--- config.mk ---
export PLATFORM = sky130hd
export DESIGN_NAME = halt_wdt_ctrl
export DESIGN_NICKNAME = d
export VERILOG_FILES = /design/src/core/halt_wdt_pkg.sv /design/src/core/wdt_counter.sv /design/src/core/halt_wdt_ctrl.sv
export VERILOG_INCLUDE_DIRS = /design/src /design/src/core
export SDC_FILE = /design/constraint.sdc
export NUM_CORES = 1
export LEC_CHECK = 0
export ABC_AREA = 1
export BUFFER_PORTS_ARGS = -buffer_cell sky130_fd_sc_hd__buf_2
export CAP_MARGIN = 5
export CORE_MARGIN = 2
export CORE_UTILIZATION = 35
export CTS_CLUSTER_SIZE = 40
export DETAILED_ROUTE_END_ITERATION = 10
export PLACE_DENSITY = 0.63
export SYNTH_ARGS = -nofsm -noshare
export SYNTH_HDL_FRONTEND = slang
export SYNTH_HIERARCHICAL = 1
export SYNTH_SLANG_ARGS = --single-unit
--- constraint.sdc ---
create_clock -name CLK -period 3.8 [get_ports CLK]
set_input_delay 0.19 -clock CLK [delete_from_list [all_inputs] [get_ports CLK]]
set_output_delay 0.19 -clock CLK [all_outputs]
set_load 0.02 [all_outputs]
--- src/core/halt_wdt_consts.svh ---
// register offsets, field positions, reset values and timing counts
`ifndef HALT_WDT_CONSTS_SVH
`define HALT_WDT_CONSTS_SVH
`define OFF_WDT_CTRL 8'h00
`define OFF_RST_FLAGS 8'h04
`define OFF_CLK_CTRL 8'h08
`define OFF_PA_WAKE 8'h0C
`define OFF_PWR_STAT 8'h10
`define WDT_CTRL_RESET 8'h53
`define KEY_DISABLE 5'h15
`define KEY_ENABLE 5'h0A
`define KEY_LSB 3
`define PERIOD_LSB 0
`define FLAG_KEY_RST 0
`define PD_FLAG_BIT 0
`define TO_FLAG_BIT 1
`define SRESET_DELAY_NS 1000
`define CLK_PERIOD_NS 8
`define SRESET_CYCLES ((`SRESET_DELAY_NS + `CLK_PERIOD_NS - 1) / `CLK_PERIOD_NS)
`define WDT_CNT_W 19
`endif

--- src/core/halt_wdt_pkg.sv ---
// types shared by the power-down controller, its checker and the bench
package halt_wdt_pkg;
	typedef enum logic [2:0] {MODE_RUN, MODE_SLEEP, MODE_IDLE_SUB, MODE_IDLE_BOTH,
		MODE_IDLE_FAST} pwr_mode_t;
	typedef struct packed {
		logic hs_clk_en;
		logic sub_clk_en;
		logic cpu_run;
	} clk_gate_t;
	typedef struct packed {
		logic pc_sp_reset;
		logic full_reset;
		logic resume_next;
		logic irq_respond;
	} wake_act_t;
endpackage

--- src/core/wdt_counter.sv ---
// watchdog counter clocked by the sampled low-speed rc clock
`timescale 1ns/100ps
`include "halt_wdt_consts.svh"
module wdt_counter #(
	parameter int CNT_W = `WDT_CNT_W
) (
	input wire logic clk,
	input wire logic srst,
	input wire logic ce,
	input wire logic low_speed_rc_osc_tick,
	input wire logic enable,
	input wire logic clear,
	input wire logic [2:0] period,
	output logic overflow
);
	logic [CNT_W-1:0] cnt_ff;

	// period code to terminal
	function automatic logic [CNT_W-1:0] terminal(input logic [2:0] code);
		logic [4:0] sh;
		sh = 5'h00;
		unique case (code)
			3'h0: sh = 5'h08;
			3'h1: sh = 5'h0A;
			3'h2: sh = 5'h0C;
			3'h3: sh = 5'h0E;
			3'h4: sh = 5'h0F;
			3'h5: sh = 5'h10;
			3'h6: sh = 5'h11;
			3'h7: sh = 5'h12;
		endcase
		return CNT_W'(({{(CNT_W-1){1'b0}}, 1'b1} << sh) - 1'b1);
	endfunction

	// single overflow pulse
	// at or past terminal, so a shorter period written mid-count cannot wrap the counter
	assign overflow = enable && low_speed_rc_osc_tick && !clear && (cnt_ff >= terminal(period));

	// cleared, then counts only if enabled
	always_ff @(posedge clk) begin
		if (srst) begin
			cnt_ff <= '0;
		end else if (ce) begin
			if (clear || !enable || overflow) begin
				cnt_ff <= '0;
			end else if (low_speed_rc_osc_tick) begin
				cnt_ff <= cnt_ff + 1'b1;
			end
		end
	end
endmodule // wdt_counter

--- src/core/halt_wdt_ctrl.sv ---
// halt mode controller, wake-up logic and watchdog register file over axi4-lite
//
// Local design decisions: the register offsets and the AXI4-Lite slave port.
`timescale 1ns/100ps
`include "halt_wdt_consts.svh"
// What this block does
// halt with hs keep 0, sub keep 1 enters sub-only idle
// halt with both keep bits 1 enters both-clocks idle
// halt with hs keep 1, sub keep 0 enters fast-only idle
// idle entry leaves memory, registers and ports untouched
// halt sets power-down flag and clears timeout flag
// halt clears watchdog counter; counts on only if enabled
// wake on reset pin, port a fall, interrupt or watchdog overflow
// pin wake gives full reset; watchdog wake gives watchdog reset
// timeout in halt sets timeout flag and resets pc and sp only
// power-down flag cleared by power-up or clear-watchdog, set by halt
// enabled port a pin falling edge wakes; resume after halt
// disabled interrupt or full stack wakes and resumes; stays pending
// enabled interrupt with free stack gets normal response
// interrupt already pending before halt is no wake source
// watchdog counter clocked by low-speed rc oscillator
// period field selects 2^8..2^18 rc periods
// key 10101 disables, 01010 enables, else device reset
// bad key resets after delay and sets key reset flag
// hardware only sets key reset flag; software clears it
// upper four reset flag bits read zero
// halt with both keep bits 0 enters sleep; only watchdog runs
// timeout while running resets device and sets timeout flag
// clear-watchdog instruction is the only software counter clear
// terminal count gives one overflow, routed to reset or wake
module halt_wdt_ctrl #(
	parameter int PA_W = 8,
	parameter int SRESET_CYC = `SRESET_CYCLES
) (
	input wire logic CLK,
	input wire logic SRST,
	input wire logic CE,
	input wire logic HALT_EXEC,
	input wire logic CLEAR_WATCHDOG_INSTRUCTION_EXEC,
	input wire logic [PA_W-1:0] PORT_A_IN,
	input wire logic EXT_RESET_N,
	input wire logic LOW_SPEED_RC_OSC_CLK,
	input wire logic IRQ_REQ,
	input wire logic IRQ_ENABLED,
	input wire logic STACK_FULL,
	output halt_wdt_pkg::clk_gate_t CLK_GATE,
	output halt_wdt_pkg::wake_act_t WAKE_ACT,
	output logic DEVICE_RESET,
	output logic [2:0] PWR_MODE,
	input wire logic [7:0] S_AXI_AWADDR,
	input wire logic S_AXI_AWVALID,
	output logic S_AXI_AWREADY,
	input wire logic [31:0] S_AXI_WDATA,
	input wire logic [3:0] S_AXI_WSTRB,
	input wire logic S_AXI_WVALID,
	output logic S_AXI_WREADY,
	output logic [1:0] S_AXI_BRESP,
	output logic S_AXI_BVALID,
	input wire logic S_AXI_BREADY,
	input wire logic [7:0] S_AXI_ARADDR,
	input wire logic S_AXI_ARVALID,
	output logic S_AXI_ARREADY,
	output logic [31:0] S_AXI_RDATA,
	output logic [1:0] S_AXI_RRESP,
	output logic S_AXI_RVALID,
	input wire logic S_AXI_RREADY
);
	////////////////////////////////////////////////////////////////////////////////
	// registers and synchronisers
	logic [7:0] wdt_ctrl_ff, aw_addr_ff;
	logic [1:0] clk_ctrl_ff, bresp_ff, rresp_ff;
	logic [PA_W-1:0] pa_wake_ff;
	logic key_rst_flag_ff, pd_flag_ff, to_flag_ff, irq_pending_at_halt_ff;
	halt_wdt_pkg::pwr_mode_t mode_ff, nxt_mode;
	logic [PA_W-1:0] pa_s1_ff, pa_s2_ff, pa_s3_ff;
	logic [2:0] rst_s_ff, low_speed_rc_osc_s_ff;
	logic irq_s1_ff, irq_s2_ff;
	logic [15:0] sreset_cnt_ff;
	logic sreset_busy_ff, dev_reset_ff;
	halt_wdt_pkg::wake_act_t wake_ff;
	logic aw_got_ff, w_got_ff, bvalid_ff, rvalid_ff;
	logic [31:0] w_data_ff, rdata_ff;
	logic [3:0] w_strb_ff;

	logic [4:0] key;
	logic wdt_en, key_bad, low_speed_rc_osc_tick, wdt_ovf, in_halt;
	logic halt_go, pa_wake, pin_wake, irq_wake, wr_fire;

	assign key = wdt_ctrl_ff[`KEY_LSB +: 5];
	// key decode
	assign wdt_en = (key == `KEY_ENABLE);
	assign key_bad = (key != `KEY_ENABLE) && (key != `KEY_DISABLE);
	assign in_halt = (mode_ff != halt_wdt_pkg::MODE_RUN);
	assign halt_go = HALT_EXEC && !in_halt;

	// pins and the rc clock cross into CLK through two flops
	always_ff @(posedge CLK) begin
		if (SRST) begin
			pa_s1_ff <= '1;
			pa_s2_ff <= '1;
			pa_s3_ff <= '1;
			rst_s_ff <= 3'h7;
			low_speed_rc_osc_s_ff <= 3'h0;
			irq_s1_ff <= 1'b0;
			irq_s2_ff <= 1'b0;
		end else if (CE) begin
			pa_s1_ff <= PORT_A_IN;
			pa_s2_ff <= pa_s1_ff;
			pa_s3_ff <= pa_s2_ff;
			rst_s_ff <= {rst_s_ff[1:0], EXT_RESET_N};
			low_speed_rc_osc_s_ff <= {low_speed_rc_osc_s_ff[1:0], LOW_SPEED_RC_OSC_CLK};
			irq_s1_ff <= IRQ_REQ;
			irq_s2_ff <= irq_s1_ff;
		end
	end
	// rising edge of rc clock steps the watchdog
	assign low_speed_rc_osc_tick = low_speed_rc_osc_s_ff[1] && !low_speed_rc_osc_s_ff[2];

	// enabled falling edge only
	assign pa_wake = |(pa_wake_ff & pa_s3_ff & ~pa_s2_ff);
	assign pin_wake = rst_s_ff[2] && !rst_s_ff[1];
	// interrupt pending at halt entry cannot wake
	assign irq_wake = irq_s2_ff && !irq_pending_at_halt_ff;
	////////////////////////////////////////////////////////////////////////////////
	// watchdog counter
	// halt, clear instruction or a bad key drive the clear input; disable and overflow also zero it
	wdt_counter #(.CNT_W(`WDT_CNT_W)) u_wdt (
		.clk(CLK),
		.srst(SRST),
		.ce(CE),
		.low_speed_rc_osc_tick(low_speed_rc_osc_tick),
		.enable(wdt_en),
		.clear(halt_go || CLEAR_WATCHDOG_INSTRUCTION_EXEC || key_bad),
		.period(wdt_ctrl_ff[`PERIOD_LSB +: 3]),
		.overflow(wdt_ovf)
	);
	////////////////////////////////////////////////////////////////////////////////
	// mode machine
	always_comb begin
		nxt_mode = mode_ff;
		unique case (mode_ff)
			halt_wdt_pkg::MODE_RUN: begin
				if (HALT_EXEC) begin
					unique case (clk_ctrl_ff)
						// sleep
						2'b00: nxt_mode = halt_wdt_pkg::MODE_SLEEP;
						// sub-only idle
						2'b01: nxt_mode = halt_wdt_pkg::MODE_IDLE_SUB;
						// fast-only idle
						2'b10: nxt_mode = halt_wdt_pkg::MODE_IDLE_FAST;
						// both clocks idle
						2'b11: nxt_mode = halt_wdt_pkg::MODE_IDLE_BOTH;
					endcase
				end
			end
			halt_wdt_pkg::MODE_SLEEP, halt_wdt_pkg::MODE_IDLE_SUB,
			halt_wdt_pkg::MODE_IDLE_BOTH, halt_wdt_pkg::MODE_IDLE_FAST: begin
				// four wake sources
				if (pin_wake || pa_wake || irq_wake || wdt_ovf) begin
					nxt_mode = halt_wdt_pkg::MODE_RUN;
				end
			end
			default: nxt_mode = halt_wdt_pkg::MODE_RUN;
		endcase
	end

	// only clock gates change; no state beyond this block is touched
	always_ff @(posedge CLK) begin
		if (SRST) begin
			mode_ff <= halt_wdt_pkg::MODE_RUN;
		end else if (CE) begin
			mode_ff <= nxt_mode;
		end
	end

	always_ff @(posedge CLK) begin
		if (SRST) begin
			irq_pending_at_halt_ff <= 1'b0;
		end else if (CE) begin
			if (halt_go) begin
				irq_pending_at_halt_ff <= irq_s2_ff;
			end else if (!irq_s2_ff) begin
				irq_pending_at_halt_ff <= 1'b0;
			end
		end
	end

	always_ff @(posedge CLK) begin
		if (SRST) begin
			CLK_GATE <= '{hs_clk_en: 1'b1, sub_clk_en: 1'b1, cpu_run: 1'b1};
		end else if (CE) begin
			CLK_GATE.cpu_run <= (nxt_mode == halt_wdt_pkg::MODE_RUN);
			CLK_GATE.hs_clk_en <= (nxt_mode == halt_wdt_pkg::MODE_RUN) ||
				(nxt_mode == halt_wdt_pkg::MODE_IDLE_BOTH) ||
				(nxt_mode == halt_wdt_pkg::MODE_IDLE_FAST);
			CLK_GATE.sub_clk_en <= (nxt_mode == halt_wdt_pkg::MODE_RUN) ||
				(nxt_mode == halt_wdt_pkg::MODE_IDLE_BOTH) ||
				(nxt_mode == halt_wdt_pkg::MODE_IDLE_SUB);
		end
	end
	assign PWR_MODE = mode_ff;
	////////////////////////////////////////////////////////////////////////////////
	// wake actions and reset outputs, one-cycle pulses
	always_ff @(posedge CLK) begin
		if (SRST) begin
			wake_ff <= '0;
		end else if (CE) begin
			wake_ff <= '0;
			if (in_halt) begin
				if (pin_wake) begin
					// pin gives full reset
					wake_ff.full_reset <= 1'b1;
				end else if (wdt_ovf) begin
					// pc and sp only
					wake_ff.pc_sp_reset <= 1'b1;
				end else if (irq_wake && IRQ_ENABLED && !STACK_FULL) begin
					// normal response
					wake_ff.irq_respond <= 1'b1;
				end else if (pa_wake || irq_wake) begin
					// resume after halt, request left pending
					wake_ff.resume_next <= 1'b1;
				end
			end
		end
	end
	assign WAKE_ACT = wake_ff;

	always_ff @(posedge CLK) begin
		if (SRST) begin
			sreset_busy_ff <= 1'b0;
			sreset_cnt_ff <= '0;
			dev_reset_ff <= 1'b0;
		end else if (CE) begin
			dev_reset_ff <= 1'b0;
			// running timeout resets device
			if (wdt_ovf && !in_halt) begin
				dev_reset_ff <= 1'b1;
			end
			// bad key resets after the delay
			if (key_bad && !sreset_busy_ff) begin
				sreset_busy_ff <= 1'b1;
				sreset_cnt_ff <= 16'(SRESET_CYC - 1);
			end else if (sreset_busy_ff) begin
				if (sreset_cnt_ff == 16'h0000) begin
					dev_reset_ff <= 1'b1;
					sreset_busy_ff <= 1'b0;
				end else begin
					sreset_cnt_ff <= sreset_cnt_ff - 16'h0001;
				end
			end
		end
	end
	assign DEVICE_RESET = dev_reset_ff;
	////////////////////////////////////////////////////////////////////////////////
	// status flags
	always_ff @(posedge CLK) begin
		if (SRST) begin
			pd_flag_ff <= 1'b0;
			to_flag_ff <= 1'b0;
		end else if (CE) begin
			// halt sets, clear instruction clears
			if (halt_go) begin
				pd_flag_ff <= 1'b1;
			end else if (CLEAR_WATCHDOG_INSTRUCTION_EXEC) begin
				pd_flag_ff <= 1'b0;
			end
			// halt clears timeout; timeout sets it and wins
			if (wdt_ovf) begin
				to_flag_ff <= 1'b1;
			end else if (halt_go || CLEAR_WATCHDOG_INSTRUCTION_EXEC) begin
				to_flag_ff <= 1'b0;
			end
		end
	end
	////////////////////////////////////////////////////////////////////////////////
	// axi4-lite slave
	assign S_AXI_AWREADY = CE && !aw_got_ff && !bvalid_ff;
	assign S_AXI_WREADY = CE && !w_got_ff && !bvalid_ff;
	assign S_AXI_ARREADY = CE && !rvalid_ff;
	assign wr_fire = aw_got_ff && w_got_ff && !bvalid_ff;

	always_ff @(posedge CLK) begin
		if (SRST) begin
			aw_got_ff <= 1'b0;
			w_got_ff <= 1'b0;
			aw_addr_ff <= 8'h00;
			w_data_ff <= 32'h00000000;
			w_strb_ff <= 4'h0;
			bvalid_ff <= 1'b0;
			bresp_ff <= 2'h0;
		end else if (CE) begin
			if (S_AXI_AWVALID && S_AXI_AWREADY) begin
				aw_got_ff <= 1'b1;
				aw_addr_ff <= S_AXI_AWADDR;
			end
			if (S_AXI_WVALID && S_AXI_WREADY) begin
				w_got_ff <= 1'b1;
				w_data_ff <= S_AXI_WDATA;
				w_strb_ff <= S_AXI_WSTRB;
			end
			if (wr_fire) begin
				aw_got_ff <= 1'b0;
				w_got_ff <= 1'b0;
				bvalid_ff <= 1'b1;
				bresp_ff <= (aw_addr_ff > `OFF_PWR_STAT || aw_addr_ff[1:0] != 2'h0) ?
					2'h2 : 2'h0;
			end else if (bvalid_ff && S_AXI_BREADY) begin
				bvalid_ff <= 1'b0;
			end
		end
	end
	assign S_AXI_BVALID = bvalid_ff;
	assign S_AXI_BRESP = bresp_ff;
	// writable registers; only byte lane 0 carries data
	always_ff @(posedge CLK) begin
		if (SRST) begin
			wdt_ctrl_ff <= `WDT_CTRL_RESET;
			clk_ctrl_ff <= 2'h0;
			pa_wake_ff <= '0;
			key_rst_flag_ff <= 1'b0;
		end else if (CE) begin
			if (wr_fire && w_strb_ff[0]) begin
				unique case (aw_addr_ff)
					`OFF_WDT_CTRL: wdt_ctrl_ff <= w_data_ff[7:0];
					`OFF_CLK_CTRL: clk_ctrl_ff <= w_data_ff[1:0];
					`OFF_PA_WAKE: pa_wake_ff <= w_data_ff[PA_W-1:0];
					default: ;
				endcase
			end
			// hardware sets, software write of 0 clears, set wins
			if (key_bad) begin
				key_rst_flag_ff <= 1'b1;
			end else if (wr_fire && w_strb_ff[0] && aw_addr_ff == `OFF_RST_FLAGS &&
				!w_data_ff[`FLAG_KEY_RST]) begin
				key_rst_flag_ff <= 1'b0;
			end
		end
	end

	always_ff @(posedge CLK) begin
		if (SRST) begin
			rvalid_ff <= 1'b0;
			rdata_ff <= 32'h00000000;
			rresp_ff <= 2'h0;
		end else if (CE) begin
			if (S_AXI_ARVALID && S_AXI_ARREADY) begin
				rvalid_ff <= 1'b1;
				rresp_ff <= 2'h0;
				rdata_ff <= 32'h00000000;
				unique case (S_AXI_ARADDR)
					`OFF_WDT_CTRL: rdata_ff[7:0] <= wdt_ctrl_ff;
					// upper bits read zero
					`OFF_RST_FLAGS: rdata_ff[`FLAG_KEY_RST] <= key_rst_flag_ff;
					`OFF_CLK_CTRL: rdata_ff[1:0] <= clk_ctrl_ff;
					`OFF_PA_WAKE: rdata_ff[PA_W-1:0] <= pa_wake_ff;
					`OFF_PWR_STAT: begin
						rdata_ff[`PD_FLAG_BIT] <= pd_flag_ff;
						rdata_ff[`TO_FLAG_BIT] <= to_flag_ff;
					end
					default: rresp_ff <= 2'h2;
				endcase
			end else if (rvalid_ff && S_AXI_RREADY) begin
				rvalid_ff <= 1'b0;
			end
		end
	end
	assign S_AXI_RVALID = rvalid_ff;
	assign S_AXI_RDATA = rdata_ff;
	assign S_AXI_RRESP = rresp_ff;
endmodule // halt_wdt_ctrl

Word-level counts from Yosys, hierarchy flattened
Memory sizes are Yosys's and may differ from the RTL's. A register that Yosys moved wholly into a read port is not among the register bits.
Cells that the tools add are included.
- register bits after elaboration: 134
- memory bits (read-only): 40
- input bits: 75
- output and inout port bits: 52
- word-level logic and storage cells: 205
- memories: 1
- add/subtract/negate cells: 3
- $lt $le $gt $ge: 2
- eq/ne operators: 22
- shifts and indexed selects: 1
- mux-type cells: 48
- bitwise logic cells: 3
- reduce and logical (&&, ||, !) cells: 89
- memory list (memory ; words ; bits a word ; read ports ; clocked after Yosys merged registers in ; write ports ; line ; RTL):
    (no name shown) ; 8 ; 5 ; 1 ; 1 ; 0 ; wdt_counter.sv:22 ; unique case (code)
- operators by type and width (kind ; count):
    $mux 16 ; 3
    $mux 19 ; 2
    $eq 8x4->1 const B ; 4
    $mux 1 ; 29
    $logic_and 1x1->1 ; 27
    $reduce_and 2->1 ; 13
    $reduce_bool 2->1 ; 10
    $add 19x1->19 const B ; 1
    $ge 19x19->1 ; 1
    $shl 1x5->19 const A ; 1
    $sub 19x1->19 const B ; 1
    $and 8x8->8 ; 2
    $eq 8x3->1 const B ; 2
    $logic_not 16->1 ; 1
    $logic_not 8->1 ; 2
    $sub 16x1->16 const B ; 1
    $logic_not 1->1 ; 13
    $eq 3x2->1 const B ; 4
    $logic_or 1x1->1 ; 12
    $mux 3 ; 4
    $pmux 3 s4 ; 1
    $pmux 6 s2 ; 1
    $reduce_and 3->1 ; 4
    $eq 8x5->1 const B ; 1
    22 further kinds ; 28

Logic depth before layout (Yosys ltp)
Gate-level depths: netlist of run 1.
- word-level depth: 14
- depth in mapped cells: 27
- gate-level depth less buffers: 27

Cells and area by module
The synthesis of run 1 kept the hierarchy.
- by module, submodules not included (module ; times used ; cells each ; area each (µm²) ; seq. area each (µm²)):
    halt_wdt_ctrl ; 1 ; 701 ; 5251.3 ; 2262.2
    wdt_counter ; 1 ; 256 ; 1742.9 ; 380.4

Worst setup path after synthesis of run 1
Ideal clock, no wire load.
- path type: flip-flop to flip-flop
- start point: reg, netlist name wdt_ctrl_ff[0]
- end point: reg CLK_GATE[2] (netlist name)
- setup time: 0.059 ns
- data arrival time: 3.439 ns
- required time: 3.741 ns
- slack: 0.302 ns
- stages on the path, launching flop included: 27
- buffers on the path: 0
- clock period less this slack: 3.498 ns
- path through: dfxtp_1 > inv_1 > ha_1 > nand2_1 > nor2_1 > nand3_1 > ha_1 > nand3_1 > nor3_1 > xnor2_1 > ha_1 > nand2_1 > nor2_1 > nand3_1 > nor2_1 > nand2_1 > nand4_1 > nand2_2 > nor3_1 > nor2_1 > nand4_1 > o21ai_0 > inv_1 > nand2_1 > nand2_1 > nand2_1 > nand2_1
- RTL lines (item ; line ; RTL):
    end signal, assigned ; halt_wdt_ctrl.sv:190 ; CLK_GATE <= '{hs_clk_en: 1'b1, sub_clk_en: 1'b1, cpu_run: 1'b1};
    end, declared ; halt_wdt_ctrl.sv:46 ; output halt_wdt_pkg::clk_gate_t CLK_GATE,

==> summary.md, run 1 <==
| Metric | Value |
|---|---|
| First DRT Iteration DRCs | 365 |
| Final instance area | 8250 µm² |
| CP Class | reg2reg |
| Power per cell area | 416 nW/µm² |
| Avg Inst Size Synth | 7.31 µm² |
| Max-slew violation total from the final report | 0 |
| Pwr Total | 3.43 mW |
| HPWL after DPL | 11900 µm |
| Fmax | 286 MHz |
| Initial antenna violation count | 0 |
| Final nets | 1137 |
| Vias | 6171 |
| Vias in the first global route | 5641 |
| Data required, critical path | 4.16 ns |
| Synthesis Warnings | 6 |
| Num CTS Buffers | 17 |
| Drt pass-1 iters | 5 |
| Total wire length | 16500 µm |
| Post-synth cell types | 47 |
| Total grt overflow | 0 |
| # rows | 51 |
| Max Cap Violations | 0 |
| Starting density of the core | 0.358 |
| Sequential area share after synthesis | 0.378 |
| Worst Skew | 0.00920 ns |
| Peak supply drop | 0.000274 V |
| Io pins | 127 |
| Routed WL per cell | 12.5 µm |
| Clock-pin slew on the worst setup and hold paths | 0.06 ns |
| Largest net degree at the start of global routing | 72 |
| Hold Fails Final Rpt | 0 |
| WHS | 0.00777 ns |
| Worst-path maximum fanout | 4 |
| Core area | 19500 µm² |
| Final WS setup | 0.297 ns |
| Overall Global Routing Usage | 0.156 |
| Sink Count | 132 |
| Status | complete, no violations |
| Final ANT Viol Nets | 0 |
| Crit start category | register |
| H-tree depth | 4 |
| Ant diodes | 0 |
| Worst EP arrival | 3.86 ns |
| Fraction of the cycle the final worst path needs | 0.922 |
| Clk Latency, worst-skew pair | 0.43 ns |
| FILL cells | 2039 |
| Synth Register Bits | 132 |
| Die Span Y | 145 µm |
| Inst Count DP | 1274 |
| Leakage | 3.78 nW |
| Hold Crit Class | in2reg |
| Slew @ Worst Pin | 1.07 ns |
| Commonest non-fill, non-tap cell in the layout | nand2_1 |
| Minimum clock period after layout | 3.50 ns |
| Root Driver | clkbuf_16 |
| Share of cells above drive strength 1 | 0.194 |
| Most frequent cells in the layout | nand2_1 (176), dfxtp_1 (132), nor2_1 (113) |
| Area delta synth->final | 17.9% |
| First-pass GRT wire length | 27200 µm |
| Post-synth EDFFs | 0 |
| CP Capture Type | register |
| Number of setup violations in the final report | 0 |
| CTS tree | built |
| Die footprint | 21100 µm² |
| Setup WS pre-CTS | -0.00518 ns |
| GP Congestion | 0.879 |
| Port Buf Inserts | 73 |
| Final std cells w/o fill | 1315 |
| Syn Std Cell Area | 6990 µm² |
| # DRC | 0 |
| Slew headroom | 0.289 |
| Share of flip-flops with an asynchronous set or reset | 0 |
| Chip width | 145 µm |
| Placed Instance Area | 7500 µm² |
| Ys flop type | dfxtp_1 |
| CTS max path bufs | 2 |
| DR vias/cell | 4.69 |
| Post-Synthesis Cells | 957 |
[area by class of cell]
class	instances	area (µm²)	area share
inverters	110	418	0.0507
flip-flops and latches	132	2640	0.320
clock inverters	13	149	0.0181
clock buffers	19	443	0.0537
repair buffers	93	531	0.0643
well taps	265	332	0.0402
multi-input cells	683	3730	0.453
[timing repair]
item,in CTS,in global routing
pin swaps,0,8
resized for setup,1,18
endpoints found under the hold margin,6,0
buffers inserted,0,3
hold buffers,6,0
endpoints found under the setup margin,2,10
[flip-flops by register name (all words and copies together), names as in the netlist, 2 cells and up]
name                   flops
rst_s_ff                   3
PWR_MODE                   3
S_AXI_RDATA                8
wdt_ctrl_ff                8
low_speed_rc_osc_s_ff      3
clk_ctrl_ff                2
pa_wake_ff                 8
u_wdt/cnt_ff              19
CLK_GATE                   3
pa_s3_ff                   8
pa_s1_ff                   8
aw_addr_ff                 8
WAKE_ACT                   4
w_data_ff                  8
pa_s2_ff                   8
sreset_cnt_ff             16
[logic make-up (layout without fill, tap and decap cells)]
family | after synthesis | count (layout) | synth area share
buffers and inverters | 167 | 235 | 0.112
and+or+nand+nor | 422 | 422 | 0.283
xor gates and xnor gates | 28 | 28 | 0.0351
AOI/OAI and AO/OA | 182 | 182 | 0.147
other | 1 | 26 | 0.000536
DFF | 132 | 132 | 0.378
adders and majority gates | 25 | 25 | 0.0447
[per-stage QoR]
stage | setup TNS [ns] | utilization
after floorplan | 0 | -
after global placement | 0 | 0.384
after detailed placement | -0.00518 | 0.384
after CTS | 0 | 0.418
after global routing | -0.00191 | 0.422
final | 0 | 0.422
[routing by layer]
layer | vias to the layer above | routed length (µm) | track usage
met5 | - | 0 | 0
met4 | 0 | 264 | 0.0510
met3 | 20 | 747 | 0.0398
met2 | 132 | 7550 | 0.249
met1 | 2797 | 7920 | 0.206
li1 | 3222 | - | -
[critical path: stages, from the launching register on]
cell and delay (ns):
dfxtp_1 0.34, inv_2 0.08, ha_4 0.28, nand4_1 0.12, nor2_2 0.17, inv_1 0.05
ha_1 0.18, nand3_1 0.14, nor3_2 0.08, xnor2_1 0.14, ha_1 0.34, a21o_1 0.16
nor2_1 0.11, nand2_1 0.07, nor2_1 0.10, nand4_1 0.14, nand2_2 0.15, nor3_4 0.07
nor2_4 0.13, buf_4 0.12, nand3_1 0.07, a211o_1 0.26, a21oi_1 0.12
[power by group]
group	switching (mW)	total [mW]	leakage, nW	internal, mW
sequential	0.0331	1.47	1.08	1.44
combinational	0.210	0.310	2.42	0.0996
clock	0.661	1.65	0.281	0.991
total	0.905	3.43	3.78	2.53
[Yosys cell counts (10+ instances only)]
| cell type | count | area share |
|---|---|---|
| ha_1 | 25 | 0.045 |
| o211ai_1 | 11 | 0.012 |
| o21ai_0 | 71 | 0.051 |
| nand4_1 | 13 | 0.012 |
| a21oi_1 | 69 | 0.049 |
| nand3_1 | 48 | 0.034 |
| buf_4 | 28 | 0.030 |
| nand2_1 | 178 | 0.096 |
| clkbuf_1 | 19 | 0.010 |
| inv_2 | 11 | 0.0059 |
| nor2_2 | 17 | 0.015 |
| nand2_2 | 11 | 0.0098 |
| nor3_1 | 10 | 0.0072 |
| xor2_1 | 21 | 0.026 |
| inv_1 | 97 | 0.052 |
| dfxtp_1 | 132 | 0.38 |
| nor2_1 | 117 | 0.063 |
[worst paths after layout]
| kind | start | end | slack (ns) | cells past startpoint |
|---|---|---|---|---|
| worst max-delay path | wdt_ctrl_ff[0] | WAKE_ACT[1] | 0.30 | 22 |
| worst min-delay path | LOW_SPEED_RC_OSC_CLK | low_speed_rc_osc_s_ff[0] | 0.008 | 3 |
| worst max register to register | wdt_ctrl_ff[0] | WAKE_ACT[1] | 0.30 | 22 |
| worst min register to register | pa_s3_ff[6] | pa_s3_ff[6] | 0.46 | 2 |
Note: power is estimated with default switching activity, not from simulation.
==> inputs of run 2 (changes only) <==
--- a/config.mk
+++ b/config.mk
@@ -8,12 +8,12 @@
 export LEC_CHECK = 0
 export ABC_AREA = 1
 export BUFFER_PORTS_ARGS = -buffer_cell sky130_fd_sc_hd__buf_2
-export CAP_MARGIN = 5
+export CAP_MARGIN = 20
 export CORE_MARGIN = 2
-export CORE_UTILIZATION = 35
+export CORE_UTILIZATION = 56
 export CTS_CLUSTER_SIZE = 40
 export DETAILED_ROUTE_END_ITERATION = 10
-export PLACE_DENSITY = 0.63
+export PLACE_DENSITY = 0.89
 export SYNTH_ARGS = -nofsm -noshare
 export SYNTH_HDL_FRONTEND = slang
 export SYNTH_HIERARCHICAL = 1
==> summary.md, run 2 (synthesis results as in run 1) <==
| Metric | Value |
|---|---|
| Status | complete, no violations (unchanged) |
| Final WS setup | 0.187 ns (was 0.297 ns) |
| CTS tree | built (unchanged) |
| # rows | 40 (was 51) |
| Finished Core Util | 0.670 (was 0.422) |
| H-tree depth | 4 (unchanged) |
| Total wire length | 17100 µm (was 16500 µm) |
| Reg with most FFs | u_wdt/cnt_ff (unchanged) |
| Max FFs per register | 19 (unchanged) |
| CTS max path bufs | 2 (unchanged) |
| First DRT Iteration DRCs | 579 (was 365) |
| Data required, critical path | 4.16 ns (about the same) |
| Overall Global Routing Usage | 0.257 (was 0.156) |
| Largest net degree at the start of global routing | 72 (unchanged) |
| DR vias/cell | 5.35 (was 4.69) |
| Sequential Power Share | 0.442 (was 0.428) |
| Vias | 6500 (was 6171) |
| Crit start category | register (unchanged) |
| Psw | 0.856 mW (was 0.905 mW) |
| Peak supply drop | 0.000319 V (was 0.000274 V) |
| Number of setup violations in the final report | 0 (unchanged) |
| Total grt overflow | 0 (unchanged) |
| Starting density of the core | 0.577 (was 0.358) |
| Sink Count | 132 (unchanged) |
| Slew @ Worst Pin | 0.764 ns (was 1.07 ns) |
| P_int | 2.48 mW (was 2.53 mW) |
| Most frequent cells in the layout | nand2_1 (173), dfxtp_1 (129), nor2_1 (112) (was nand2_1 (176), dfxtp_1 (132), nor2_1 (113)) |
| Worst-path maximum fanout | 5 (was 4) |
| Leakage | 3.77 nW (was 3.78 nW) |
| CP Capture Type | register (unchanged) |
| Inst Count DP | 1175 (was 1274) |
| Combinational share of power | 0.095 (was 0.090) |
| Share of cells above drive strength 1 | 0.198 (was 0.194) |
| Root Driver | clkbuf_16 (unchanged) |
| Worst Skew | 0.00969 ns (was 0.00920 ns) |
| First-pass GRT wire length | 27300 µm (was 27200 µm) |
| Multi-input logic area | 3760 µm² (was 3730 µm²) |
| Regs by FF count | u_wdt/cnt_ff: 19 flops, sreset_cnt_ff: 16 flops (unchanged) |
| Ant diodes | 0 (unchanged) |
| Final std cells w/o fill | 1216 (was 1315) |
| Area delta synth->final | 16.0% (was 17.9%) |
| WHS | 0.00970 ns (was 0.00777 ns) |
| Most frequent CP cell | nand2_1 |
| Commonest non-fill, non-tap cell in the layout | nand2_1 (unchanged) |
| Power per cell area | 411 nW/µm² (was 416 nW/µm²) |
| GP Congestion | 0.940 (was 0.879) |
| Max-slew violation total from the final report | 0 (unchanged) |
| Reg area | 2650 µm² (was 2640 µm²) |
| Minimum clock period after layout | 3.61 ns (was 3.50 ns) |
| Clk Latency, worst-skew pair | 0.42 ns (was 0.43 ns) |
| Clock-pin slew on the worst setup and hold paths | 0.06 ns (about the same) |
| Worst EP arrival | 3.97 ns (was 3.86 ns) |
| Fmax | 277 MHz (was 286 MHz) |
| Slowest-stage cell, CP | dfxtp_2 (was dfxtp_1) |
| CP Class | reg2reg (unchanged) |
| Clock network power share | 0.463 (was 0.481) |
| HPWL after DPL | 11600 µm (was 11900 µm) |
| Hold Fails Final Rpt | 0 (unchanged) |
| Die Span Y | 116 µm (was 145 µm) |
| Final ANT Viol Nets | 0 (unchanged) |
| Chip width | 116 µm (was 145 µm) |
| Drt pass-1 iters | 5 (unchanged) |
| Max Cap Violations | 0 (unchanged) |
| Fraction of the cycle the final worst path needs | 0.951 (was 0.922) |
| Vias in the first global route | 5975 (was 5641) |
| # DRC | 0 (unchanged) |
| CP max stage delay | 0.35 ns (was 0.34 ns) |
| Slew headroom | 0.489 (was 0.289) |
| Switch share | 0.257 (was 0.264) |
| Port Buf Inserts | 73 (unchanged) |
| Io pins | 127 (unchanged) |
| Final nets | 1135 (was 1137) |
| Die footprint | 13400 µm² (was 21100 µm²) |
| FILL cells | 974 (was 2039) |
| Hold Crit Class | in2reg (unchanged) |
| Routed WL per cell | 14.0 µm (was 12.5 µm) |
| Core area | 12100 µm² (was 19500 µm²) |
| Setup WS pre-CTS | -0.167 ns (was -0.00518 ns) |
| Num CTS Buffers | 17 (unchanged) |
| Initial antenna violation count | 0 (unchanged) |
-- run 2: area by class of cell --
cell class	instances	area share
clock inverter	10	0.0123
clock buffer	22	0.0572
inverter	110	0.0518
sequential	132	0.326
tap	168	0.0259
timing repair buffer	91	0.0635
multi-input combinational	683	0.463
-- run 2: power by group through the flow --
| stage | Sequential (mW) | Clock (mW) | Combinational (mW) |
|---|---|---|---|
| 6_report | 1.47 | 1.54 | 0.317 |
| 3_5_place_dp | 1.50 | 0 | 0.299 |
| 2_1_floorplan | 1.51 | 0 | 0.229 |
| 5_1_grt | 1.48 | 1.62 | 0.351 |
| 4_1_cts | 1.47 | 1.55 | 0.310 |
| 3_3_place_gp | 1.50 | 0 | 0.293 |
-- run 2: worst paths after layout --
check,to,slack (ns),from,depth (start not counted)
setup / recovery,CLK_GATE[2],0.19,wdt_ctrl_ff[0],27
hold / removal,low_speed_rc_osc_s_ff[0],0.01,LOW_SPEED_RC_OSC_CLK,3
setup reg to reg,CLK_GATE[2],0.19,wdt_ctrl_ff[0],27
hold reg to reg,pa_s1_ff[5],0.46,pa_s1_ff[5],2
-- run 2: per-stage QoR --
stage	cell area, µm²	setup TNS, ns	total power [mW]
after CTS	8010	0	3.34
after floorplan	7090	0	1.74
after global routing	8110	-0.0183	3.45
after global placement	7360	0	1.79
after detailed placement	7360	-0.546	1.80
final	8110	0	3.33
-- run 2: what timing repair did --
item | CTS | global route
hold buffers | 6 | 0
pin swaps | 1 | 11
hold endpoints to repair | 6 | 0
gates resized for setup | 4 | 28
buffers inserted | 1 | 2
endpoints found under the setup margin | 8 | 11
-- run 2: routing by layer --
layer | vias to the layer above | wire length (µm) | global-route usage
met2 | 266 | 8110 | 0.414
met3 | 48 | 1150 | 0.0633
li1 | 3228 | - | -
met1 | 2958 | 7190 | 0.326
met5 | - | 0 | 0
met4 | 0 | 600 | 0.117
-- run 2: critical path, delay by kind of cell, from the launching register on --
kind,cells,cell delay (ns)
XOR/XNOR,1,0.09
AO/OA/AOI/OAI,2,0.24
buffers and inverters,3,0.21
AND/OR/NAND/NOR,19,2.08
flip-flops,1,0.35
adder cells (fa/ha/maj),2,0.60
